**src/tpg_pkg.sv**
```systemverilog
`default_nettype none

package tpg_pkg;

    // ------------------------------------------------------------
    // classes
    // ------------------------------------------------------------
    localparam int          NUM_CLASS     = 9;
    localparam int          GLOBAL_IDX    = 8;

    // ------------------------------------------------------------
    // pause frame byte layout
    // ------------------------------------------------------------
    localparam logic [5:0]  IDX_PARAM     = 6'h10;
    localparam logic [5:0]  IDX_PQUANTA   = 6'h12;
    localparam logic [5:0]  IDX_PQ_END    = 6'h22;
    localparam logic [5:0]  IDX_FCS       = 6'h3c;
    localparam logic [5:0]  IDX_LAST      = 6'h3f;

    // ------------------------------------------------------------
    // frame check sequence
    // ------------------------------------------------------------
    localparam logic [31:0] CRC_INIT      = 32'hffffffff;
    localparam logic [31:0] CRC_POLY      = 32'hedb88320;

    // ------------------------------------------------------------
    // register map
    // ------------------------------------------------------------
    localparam logic [7:0]  REG_IRQ_STATUS = 8'h00;
    localparam logic [7:0]  REG_IRQ_MASK   = 8'h04;
    localparam logic [7:0]  REG_PENDING    = 8'h08;
    localparam logic [7:0]  REG_CTRL       = 8'h0c;
    localparam logic [8:0]  IRQ_MASK_RST   = 9'h000;
    localparam logic        CTRL_EN_RST    = 1'b1;
    localparam int          CTRL_EN_BIT    = 0;

    // ------------------------------------------------------------
    // types
    // ------------------------------------------------------------
    typedef struct packed {
        logic [47:0] dest_addr;
        logic [47:0] src_addr;
        logic [15:0] ethertype;
        logic [15:0] opcode;
    } tpg_addr_cfg_t;

    typedef struct packed {
        logic [7:0] data;
        logic       last;
    } tpg_beat_t;

    typedef enum logic [1:0] {
        ST_IDLE = 2'b00,
        ST_BODY = 2'b01,
        ST_FCS  = 2'b11
    } tpg_state_t;

endpackage

`default_nettype wire

```
**src/tpg_tx_pause_gen.sv**
```systemverilog
// The register offsets and the plain strobed port are this design's own decisions.
`timescale 1ns/1ps
`default_nettype none

module tpg_tx_pause_gen (
    input  wire logic                      clk,
    input  wire logic                      sys_rst,
    input  wire logic [8:0]                tx_pause_req,
    input  wire logic [8:0][15:0]          tx_pause_quanta,
    input  wire logic [8:0][15:0]          tx_pause_refresh,
    input  wire logic [47:0]               global_pause_dest_addr,
    input  wire logic [47:0]               global_pause_src_addr,
    input  wire logic [15:0]               global_pause_ethertype,
    input  wire logic [15:0]               global_pause_opcode,
    input  wire logic [47:0]               priority_pause_dest_addr,
    input  wire logic [47:0]               priority_pause_src_addr,
    input  wire logic [15:0]               priority_pause_ethertype,
    input  wire logic [15:0]               priority_pause_opcode,
    input  wire logic                      tx_resend_pause,
    input  wire logic                      s_valid,
    input  wire tpg_pkg::tpg_beat_t        s_beat,
    output logic                           s_ready_q,
    output logic                           m_valid_q,
    output tpg_pkg::tpg_beat_t             m_beat_q,
    output logic [8:0]                     stat_tx_pause_valid_q,
    input  wire logic [7:0]                reg_addr,
    input  wire logic [31:0]               reg_wdata,
    input  wire logic                      reg_wr,
    input  wire logic                      reg_rd,
    output logic [31:0]                    reg_rdata_q,
    output logic                           irq_q
);

    // ------------------------------------------------------------
    // state
    // ------------------------------------------------------------
    tpg_pkg::tpg_state_t state_q;
    tpg_pkg::tpg_state_t state_d;
    logic [5:0]          idx_q;
    logic [8:0]          sel_q;
    logic                in_frame_q;
    logic [8:0]          status_q;
    logic [8:0]          mask_q;
    logic                en_q;
    logic [8:0]          pend;
    logic [31:0]         crc_q;

    tpg_pkg::tpg_addr_cfg_t gcfg;
    tpg_pkg::tpg_addr_cfg_t pcfg;
    tpg_pkg::tpg_addr_cfg_t cfg;

    assign gcfg = '{global_pause_dest_addr, global_pause_src_addr,
                    global_pause_ethertype, global_pause_opcode};
    assign pcfg = '{priority_pause_dest_addr, priority_pause_src_addr,
                    priority_pause_ethertype, priority_pause_opcode};

    // ------------------------------------------------------------
    // sequencing
    // ------------------------------------------------------------
    wire        acc        = s_valid && s_ready_q;
    wire        in_frame_d = acc ? !s_beat.last : in_frame_q;
    wire        busy       = (state_q != tpg_pkg::ST_IDLE);
    wire        frame_done = (state_q == tpg_pkg::ST_FCS) && (idx_q == tpg_pkg::IDX_LAST);
    wire  [8:0] sent_evt   = frame_done ? sel_q : 9'h000;
    // pending bits cleared by this send are not yet visible in pend
    wire  [8:0] pend_eff   = pend & ~sent_evt;
    wire        start      = en_q && (|pend_eff) && !in_frame_d && (!busy || frame_done);
    // global takes precedence, priority classes share one frame
    wire  [8:0] sel_new    = pend_eff[tpg_pkg::GLOBAL_IDX] ? 9'h100 : {1'b0, pend_eff[7:0]};
    wire  [8:0] sel_d      = start ? sel_new : sel_q;
    wire  [5:0] idx_d      = start ? 6'h00 : (busy ? idx_q + 6'h01 : idx_q);

    always_comb begin
        state_d = state_q;
        unique case (state_q)
            tpg_pkg::ST_IDLE: begin
                if (start) begin
                    state_d = tpg_pkg::ST_BODY;
                end
            end
            tpg_pkg::ST_BODY: begin
                if (idx_q == tpg_pkg::IDX_FCS - 6'h01) begin
                    state_d = tpg_pkg::ST_FCS;
                end
            end
            tpg_pkg::ST_FCS: begin
                if (frame_done) begin
                    state_d = start ? tpg_pkg::ST_BODY : tpg_pkg::ST_IDLE;
                end
            end
            default: begin
                state_d = tpg_pkg::ST_IDLE;
            end
        endcase
    end

    // ------------------------------------------------------------
    // per-class refresh timers
    // ------------------------------------------------------------
    // one timer per class
    for (genvar i = 0; i < tpg_pkg::NUM_CLASS; i++) begin : g_tmr
        tpg_refresh_timer u_tmr (
            .clk       (clk),
            .sys_rst   (sys_rst),
            .req       (tx_pause_req[i]),
            .interval  (tx_pause_refresh[i]),
            .restart   (tx_resend_pause),
            .sent      (sent_evt[i]),
            .pending_q (pend[i])
        );
    end

    // ------------------------------------------------------------
    // frame byte selection
    // ------------------------------------------------------------
    // global or priority address set, by frame kind
    assign cfg = sel_q[tpg_pkg::GLOBAL_IDX] ? gcfg : pcfg;

    wire [127:0] hdr      = {cfg.dest_addr, cfg.src_addr, cfg.ethertype, cfg.opcode};
    wire [6:0]   hdr_sh   = {~idx_q[3:0], 3'b000};
    wire [7:0]   hdr_byte = hdr[hdr_sh +: 8];
    wire         is_glob  = sel_q[tpg_pkg::GLOBAL_IDX];
    // index 8 is the global quanta
    wire [15:0]  param_w  = is_glob ? tx_pause_quanta[tpg_pkg::GLOBAL_IDX] : {8'h00, sel_q[7:0]};
    wire [5:0]   pq_off   = idx_q - tpg_pkg::IDX_PQUANTA;
    wire [2:0]   pq_cls   = pq_off[3:1];
    wire [15:0]  pq_w     = sel_q[pq_cls] ? tx_pause_quanta[pq_cls] : 16'h0000;
    wire         in_param = (idx_q >= tpg_pkg::IDX_PARAM) && (idx_q < tpg_pkg::IDX_PQUANTA);
    wire         in_pq    = !is_glob && (idx_q >= tpg_pkg::IDX_PQUANTA) && (idx_q < tpg_pkg::IDX_PQ_END);
    // rest of the body up to the check sequence is zero padding
    wire [15:0]  body_w   = in_param ? param_w : (in_pq ? pq_w : 16'h0000);
    wire [7:0]   body_b   = idx_q[0] ? body_w[7:0] : body_w[15:8];
    wire [31:0]  fcs      = ~crc_q;
    wire [7:0]   fcs_byte = fcs[{idx_q[1:0], 3'b000} +: 8];
    wire         in_hdr   = (idx_q < tpg_pkg::IDX_PARAM);
    wire [7:0]   pbyte    = (state_q == tpg_pkg::ST_FCS) ? fcs_byte : (in_hdr ? hdr_byte : body_b);

    // check sequence over the padded body
    tpg_crc32 u_crc (
        .clk     (clk),
        .sys_rst (sys_rst),
        .init    (start),
        .en      (state_q == tpg_pkg::ST_BODY),
        .data    (pbyte),
        .crc_q   (crc_q)
    );

    // ------------------------------------------------------------
    // stream output
    // ------------------------------------------------------------
    // output is never stalled: the mac side takes a beat every valid cycle
    wire                 m_valid_d = busy || acc;
    tpg_pkg::tpg_beat_t  m_beat_d;
    assign m_beat_d = busy ? tpg_pkg::tpg_beat_t'{pbyte, frame_done} : s_beat;

    always_ff @(posedge clk or posedge sys_rst) begin
        if (sys_rst) begin
            state_q <= tpg_pkg::ST_IDLE;
        end else begin
            state_q <= state_d;
        end
    end

    always_ff @(posedge clk or posedge sys_rst) begin
        if (sys_rst) begin
            idx_q <= 6'h00;
        end else begin
            idx_q <= idx_d;
        end
    end

    always_ff @(posedge clk or posedge sys_rst) begin
        if (sys_rst) begin
            sel_q <= 9'h000;
        end else begin
            sel_q <= sel_d;
        end
    end

    always_ff @(posedge clk or posedge sys_rst) begin
        if (sys_rst) begin
            in_frame_q <= 1'b0;
        end else begin
            in_frame_q <= in_frame_d;
        end
    end

    // user held off while pending frames go out
    always_ff @(posedge clk or posedge sys_rst) begin
        if (sys_rst) begin
            s_ready_q <= 1'b0;
        end else begin
            s_ready_q <= (state_d == tpg_pkg::ST_IDLE);
        end
    end

    always_ff @(posedge clk or posedge sys_rst) begin
        if (sys_rst) begin
            m_valid_q <= 1'b0;
        end else begin
            m_valid_q <= m_valid_d;
        end
    end

    always_ff @(posedge clk or posedge sys_rst) begin
        if (sys_rst) begin
            m_beat_q <= '0;
        end else begin
            m_beat_q <= m_beat_d;
        end
    end

    // ------------------------------------------------------------
    // status flags
    // ------------------------------------------------------------
    always_ff @(posedge clk or posedge sys_rst) begin
        if (sys_rst) begin
            stat_tx_pause_valid_q <= 9'h000;
        end else begin
            // bit 8 global, 0 to 7 priority
            stat_tx_pause_valid_q <= sent_evt;
        end
    end

    // ------------------------------------------------------------
    // register port
    // ------------------------------------------------------------
    wire       wr_status = reg_wr && (reg_addr == tpg_pkg::REG_IRQ_STATUS);
    wire       wr_mask   = reg_wr && (reg_addr == tpg_pkg::REG_IRQ_MASK);
    wire       wr_ctrl   = reg_wr && (reg_addr == tpg_pkg::REG_CTRL);
    // set wins over a write-one clear in the same cycle
    wire [8:0] status_d  = (status_q & ~(wr_status ? reg_wdata[8:0] : 9'h000)) | sent_evt;
    wire [8:0] mask_d    = wr_mask ? reg_wdata[8:0] : mask_q;
    wire       en_d      = wr_ctrl ? reg_wdata[tpg_pkg::CTRL_EN_BIT] : en_q;

    wire [31:0] rd_mux =
        (reg_addr == tpg_pkg::REG_IRQ_STATUS) ? {23'h000000, status_q} :
        (reg_addr == tpg_pkg::REG_IRQ_MASK)   ? {23'h000000, mask_q}   :
        (reg_addr == tpg_pkg::REG_PENDING)    ? {23'h000000, pend}     :
        (reg_addr == tpg_pkg::REG_CTRL)       ? {31'h00000000, en_q}   :
                                                32'h00000000;
    wire [31:0] rdata_d = reg_rd ? rd_mux : 32'h00000000;

    always_ff @(posedge clk or posedge sys_rst) begin
        if (sys_rst) begin
            status_q <= 9'h000;
        end else begin
            status_q <= status_d;
        end
    end

    always_ff @(posedge clk or posedge sys_rst) begin
        if (sys_rst) begin
            mask_q <= tpg_pkg::IRQ_MASK_RST;
        end else begin
            mask_q <= mask_d;
        end
    end

    always_ff @(posedge clk or posedge sys_rst) begin
        if (sys_rst) begin
            en_q <= tpg_pkg::CTRL_EN_RST;
        end else begin
            en_q <= en_d;
        end
    end

    always_ff @(posedge clk or posedge sys_rst) begin
        if (sys_rst) begin
            reg_rdata_q <= 32'h00000000;
        end else begin
            reg_rdata_q <= rdata_d;
        end
    end

    // ------------------------------------------------------------
    // interrupt output
    // ------------------------------------------------------------
    // next-state terms so the line follows status without a lag
    always_ff @(posedge clk or posedge sys_rst) begin
        if (sys_rst) begin
            irq_q <= 1'b0;
        end else begin
            irq_q <= |(status_d & mask_d);
        end
    end

endmodule

`default_nettype wire

```
**src/tpg_crc32.sv**
```systemverilog
`timescale 1ns/1ps
`default_nettype none

module tpg_crc32 (
    input  wire logic        clk,
    input  wire logic        sys_rst,
    input  wire logic        init,
    input  wire logic        en,
    input  wire logic [7:0]  data,
    output logic      [31:0] crc_q
);

    logic [31:0] crc_d;

    // ------------------------------------------------------------
    // reflected byte update, lsb first
    // ------------------------------------------------------------
    always_comb begin
        crc_d = crc_q;
        for (int b = 0; b < 8; b++) begin
            if (crc_d[0] ^ data[b]) begin
                crc_d = (crc_d >> 1) ^ tpg_pkg::CRC_POLY;
            end else begin
                crc_d = crc_d >> 1;
            end
        end
    end

    always_ff @(posedge clk or posedge sys_rst) begin
        if (sys_rst) begin
            crc_q <= tpg_pkg::CRC_INIT;
        end else if (init) begin
            crc_q <= tpg_pkg::CRC_INIT;
        end else if (en) begin
            crc_q <= crc_d;
        end
    end

endmodule

`default_nettype wire

```
**src/tpg_refresh_timer.sv**
```systemverilog
`timescale 1ns/1ps
`default_nettype none

module tpg_refresh_timer (
    input  wire logic        clk,
    input  wire logic        sys_rst,
    input  wire logic        req,
    input  wire logic [15:0] interval,
    input  wire logic        restart,
    input  wire logic        sent,
    output logic             pending_q
);

    logic [15:0] cnt_q;
    logic        req_prev_q;

    wire  [15:0] cnt_inc = cnt_q + 16'h0001;
    // an interval of zero disables repetition
    wire         expire  = req && (interval != 16'h0000) && (cnt_inc >= interval);
    wire         cnt_clr = !req || restart || sent || expire;
    // set wins over the clear by a send
    wire         set     = (req && !req_prev_q) || expire || (restart && req);
    wire         pend_d  = set || (pending_q && !sent);

    always_ff @(posedge clk or posedge sys_rst) begin
        if (sys_rst) begin
            cnt_q      <= 16'h0000;
            req_prev_q <= 1'b0;
            pending_q  <= 1'b0;
        end else begin
            cnt_q      <= cnt_clr ? 16'h0000 : cnt_inc;
            req_prev_q <= req;
            pending_q  <= pend_d;
        end
    end

endmodule

`default_nettype wire

```
**config.mk**
```make
export PLATFORM = sky130hd
export DESIGN_NAME = tpg_tx_pause_gen
export DESIGN_NICKNAME = d
export VERILOG_FILES = /design/src/tpg_pkg.sv /design/src/tpg_tx_pause_gen.sv /design/src/tpg_crc32.sv /design/src/tpg_refresh_timer.sv
export SDC_FILE = /design/constraint.sdc
export NUM_CORES = 1
export LEC_CHECK = 0
export ABC_AREA = 1
export BUFFER_PORTS_ARGS = -buffer_cell sky130_fd_sc_hd__buf_2
export CAP_MARGIN = 20
export CORE_ASPECT_RATIO = 0.5
export CORE_MARGIN = 2
export CORE_UTILIZATION = 40
export DETAILED_ROUTE_END_ITERATION = 16
export PLACE_DENSITY = 0.71
export SLEW_MARGIN = 20
export SYNTH_ARGS = -nofsm -noshare
export SYNTH_HDL_FRONTEND = slang
export SYNTH_HIERARCHICAL = 1
export SYNTH_SLANG_ARGS = --single-unit
```
**constraint.sdc**
```tcl
create_clock -name clk -period 4.25 [get_ports clk]
set_input_delay 0.85 -clock clk [delete_from_list [all_inputs] [get_ports clk]]
set_output_delay 0.85 -clock clk [all_outputs]
set_load 0.01 [all_outputs]
```
==> results.cfg <==
[detailed_routing]
postRouteAntennaNets = 0
wire_per_inst_um = 16.6
wl_um = 84200
vias_per_cell = 5.08
drt_first_pass_iters = 6
drtIter0Drc = 2235
vias = 25752
drc = 0

[timing]
fin_crit_sh_pct = 92.4
worstMarginPinSlew_ns = 0.745
grt_setup_unrepaired = false
drv_slew = 0
fin_skew_ns = 0.0239
setup_viol = 0
max-slew-margin-rel_pct = 50.3
period_needed_ns = 3.93
fmax_mhz = 255
hold_viol_final = 0
fin_setup_tns_ns = 0

[die]
die_y_um = 176
coreArea_sq_mm = 0.0579
rows = 62
pin_count = 661
initial_core_util_pct = 40.8
die_w_um = 348
die_area_sq_mm = 0.0611

[placement]
dp.final_hpwl_um = 66600
dpl_cell_area_sq_mm = 0.0273
dp_cells = 5013
gp_congestion = 1.01
portBuffers = 614

[logic_synthesis]
muxShareOfSynthArea_pct = 0
synth_top_family_by_area = simple AND/OR/NAND/NOR gates
synth_top_area_share_pct = 24.2
synth.cell_area_sq_mm = 0.0236
yosysWarnings = 6
synthAdderAreaFrac_pct = 8.32
yosysTopAreaCell = dfrtp_1
ys_top_cells_by_area = dfrtp_1, nand2_1, nand3_1
ys_ff_latch = 261
synthCells = 3707
yosys.area_share.simple_pct = 41.1
syn-mean-instance-area_sq_um = 6.37
yosys.cell_types.count = 51
synth_compound_area_share_pct = 6.73
seq_area_frac_synth_pct = 27.8
synth_xor_area_share_pct = 3.66

[setup_path]
path_max_fanout = 113
cp_slowest_cell = dfrtp_4
reg2reg_depth = 22
required_ns = 4.77
path_cells = buf_12 > nor2_2 > nand3_2 > clkinv_1 > a21oi_1 > nand2_1 > nand2_1 > nand2_1 > nand3_1 > and2_1 > inv_1 > nand2_1 > nand2_2 > nand2_1 > nand2_2 > inv_1 > nand2_1 > nand2_1 > nand3_1 > nand3_1 > nand2_1 > inv_1
critPathLaunchType = flop
slowest_delay_ns = 0.44
r2r_start = idx_q[1]
crit_type = reg -> reg
path_delay_family = simple AND/OR/NAND/NOR gates
crit_arrival_ns = 4.44
setup.worst_path.end_class = flop
rr_endpoint = u_crc/crc_q[26]
critPathBufInv = 5
path_common_cell = nand2_1
regToRegSetupSlack_ns = 0.32

[clock_tree]
post_cts_buffers = 0
hold_buffers = 0
clkTransAtPathRegs_ns = 0.07
cts_buffer_depth = 3
cts_tree = yes
clk_latency_ns = 0.58
h-tree-depth = 1
cts.repair.resized = 0
cts_root_buffer = clkbuf_16
cts_buffers = 27
cts.sink_count = 261

[grt]
use_met1_pct = 32.7
grt_pass1_vias = 24461
use_met2_pct = 46.6
antenna_found_initial = 9
use_met3_pct = 3.44
grt.total_usage_pct = 26.7
grt_max_degree = 126
grt_pass1_wl_um = 129000
top_usage_layer = met2
overflow = 0

[min_path]
min-delay-start = tx_pause_req[8]
hold_class = in -> reg
whs_path_depth = 1
hold_end = g_tmr[8].u_tmr/req_prev_q

[run]
cap_violations = 0

[final_layout]
areaGrowthSynthToFinish_pct = 20.3
nets = 5040
finalInstanceArea_sq_mm = 0.0284
drive_above_1_share_pct = 22.7
stdcell_count = 5070

[power_and_ir_drop]
leakage_nw = 16.0
powerDensity_mw_per_mm2 = 297
vdd_drop_max_mv = 0.297

[outcome]
outcome = complete, no violations
kinds of logic (layout without fill, tap and decap cells):
logic type | after synthesis | in the layout
DFF | 261 | 261
adders and majority gates | 157 | 157
AOI/OAI and AO/OA | 288 | 288
buffers and inverters | 713 | 1278
and+or+nand+nor | 2191 | 2191
other | 1 | 31
xor gates and xnor gates | 96 | 96
registers in the layout (all words and copies together) (netlist names), 2 cells and up:
signal and count:
g_tmr.u_tmr/cnt_q 144, g_tmr.u_tmr/pending_q 9, g_tmr.u_tmr/req_prev_q 9, idx_q 6, m_beat_q 9, mask_q 9, reg_rdata_q 9, sel_q 9
stat_tx_pause_valid_q 9, state_q 2, status_q 9, u_crc/crc_q 32
synth_stat cells, drive strengths merged:
master	instances
nand2	1227
inv	574
nand3	436
nor2	369
dfrtp	228
ha	157
a21oi	123
o21ai	119
buf	79
xor2	78
nand4	72
clkbuf	55
nor3	54
dfstp	33
or2	21
xnor2	18
a31oi	9
o21bai	9
a221o	8
a31o	8
and2	8
clkinv	5
o211ai	4
o22ai	3
nand3b	2
a21o	1
a22oi	1
a32oi	1
and3	1
conb	1
nor4	1
o31ai	1
o32ai	1
final cells by class:
cell class              count  area [sq um]
inverters                 579          2180
flip-flops and latches    261          6580
diodes                      8          20.0
fillers                  5919         29500
repair buffers            651          3430
multi-input cells        2755         14200
well taps                 768           961
clock buffers              33           738
clock inverters            15           290
cell usage in the layout, fill, tap and decap left out, types with 31 or more instances in the layout:
cell and instances:
nor2_1 247, nand4_1 72, nor2_2 121, dfrtp_1 225, nor3_1 37, nand2_2 36, xor2_1 76, nand2_1 1181
nand3_1 432, buf_2 614, a21oi_1 123, o21ai_0 109, ha_1 157, dfstp_2 33, inv_1 557, buf_4 31
metrics by stage:
step / hold slack, ns / util (%) / power [mW] / worst slack, ns
global route: 0.402 / 49.1 / 8.95 / 0.0652
floorplan: 0.459 / - / 4.80 / 0.684
CTS: 0.395 / 49.0 / 8.43 / 0.227
global placement: 0.473 / 47.2 / 5.52 / 0.318
finish: 0.412 / 49.1 / 8.44 / 0.324
detailed placement: 0.483 / 47.2 / 5.58 / 0.260
where the power goes:
part	switching (mW)	total [mW]	internal, mW
Clock	1.11	2.83	1.72
Sequential	0.199	3.02	2.82
Combinational	1.63	2.59	0.964
Total	2.93	8.44	5.51
layer usage:
layer / wire, um / up-vias
met5: 0 / -
met4: 4000 / 0
met3: 4900 / 168
met2: 40500 / 853
met1: 34900 / 11962
li1: - / 12769
worst register-to-register path: cells and delay by family (launching register included):
kind | cells | cell delay [ns]
AOI/OAI and AO/OA | 1 | 0.24
buffers and inverters | 5 | 1.15
DFF | 1 | 0.44
and+or+nand+nor | 16 | 2.05
how the worst max path moves through the flow:
stage / startpoint / to / slack, ns / cells past startpoint
6_report: idx_q[1] / u_crc/crc_q[26] / 0.32 / 22
3_3_place_gp: idx_q[1] / u_crc/crc_q[26] / 0.32 / 24
4_1_cts: idx_q[1] / u_crc/crc_q[26] / 0.23 / 24
2_1_floorplan: idx_q[1] / u_crc/crc_q[17] / 0.68 / 22
3_5_place_dp: idx_q[1] / u_crc/crc_q[26] / 0.26 / 24
5_1_grt: idx_q[1] / u_crc/crc_q[26] / 0.07 / 24
(Power assumes the default switching activity.)
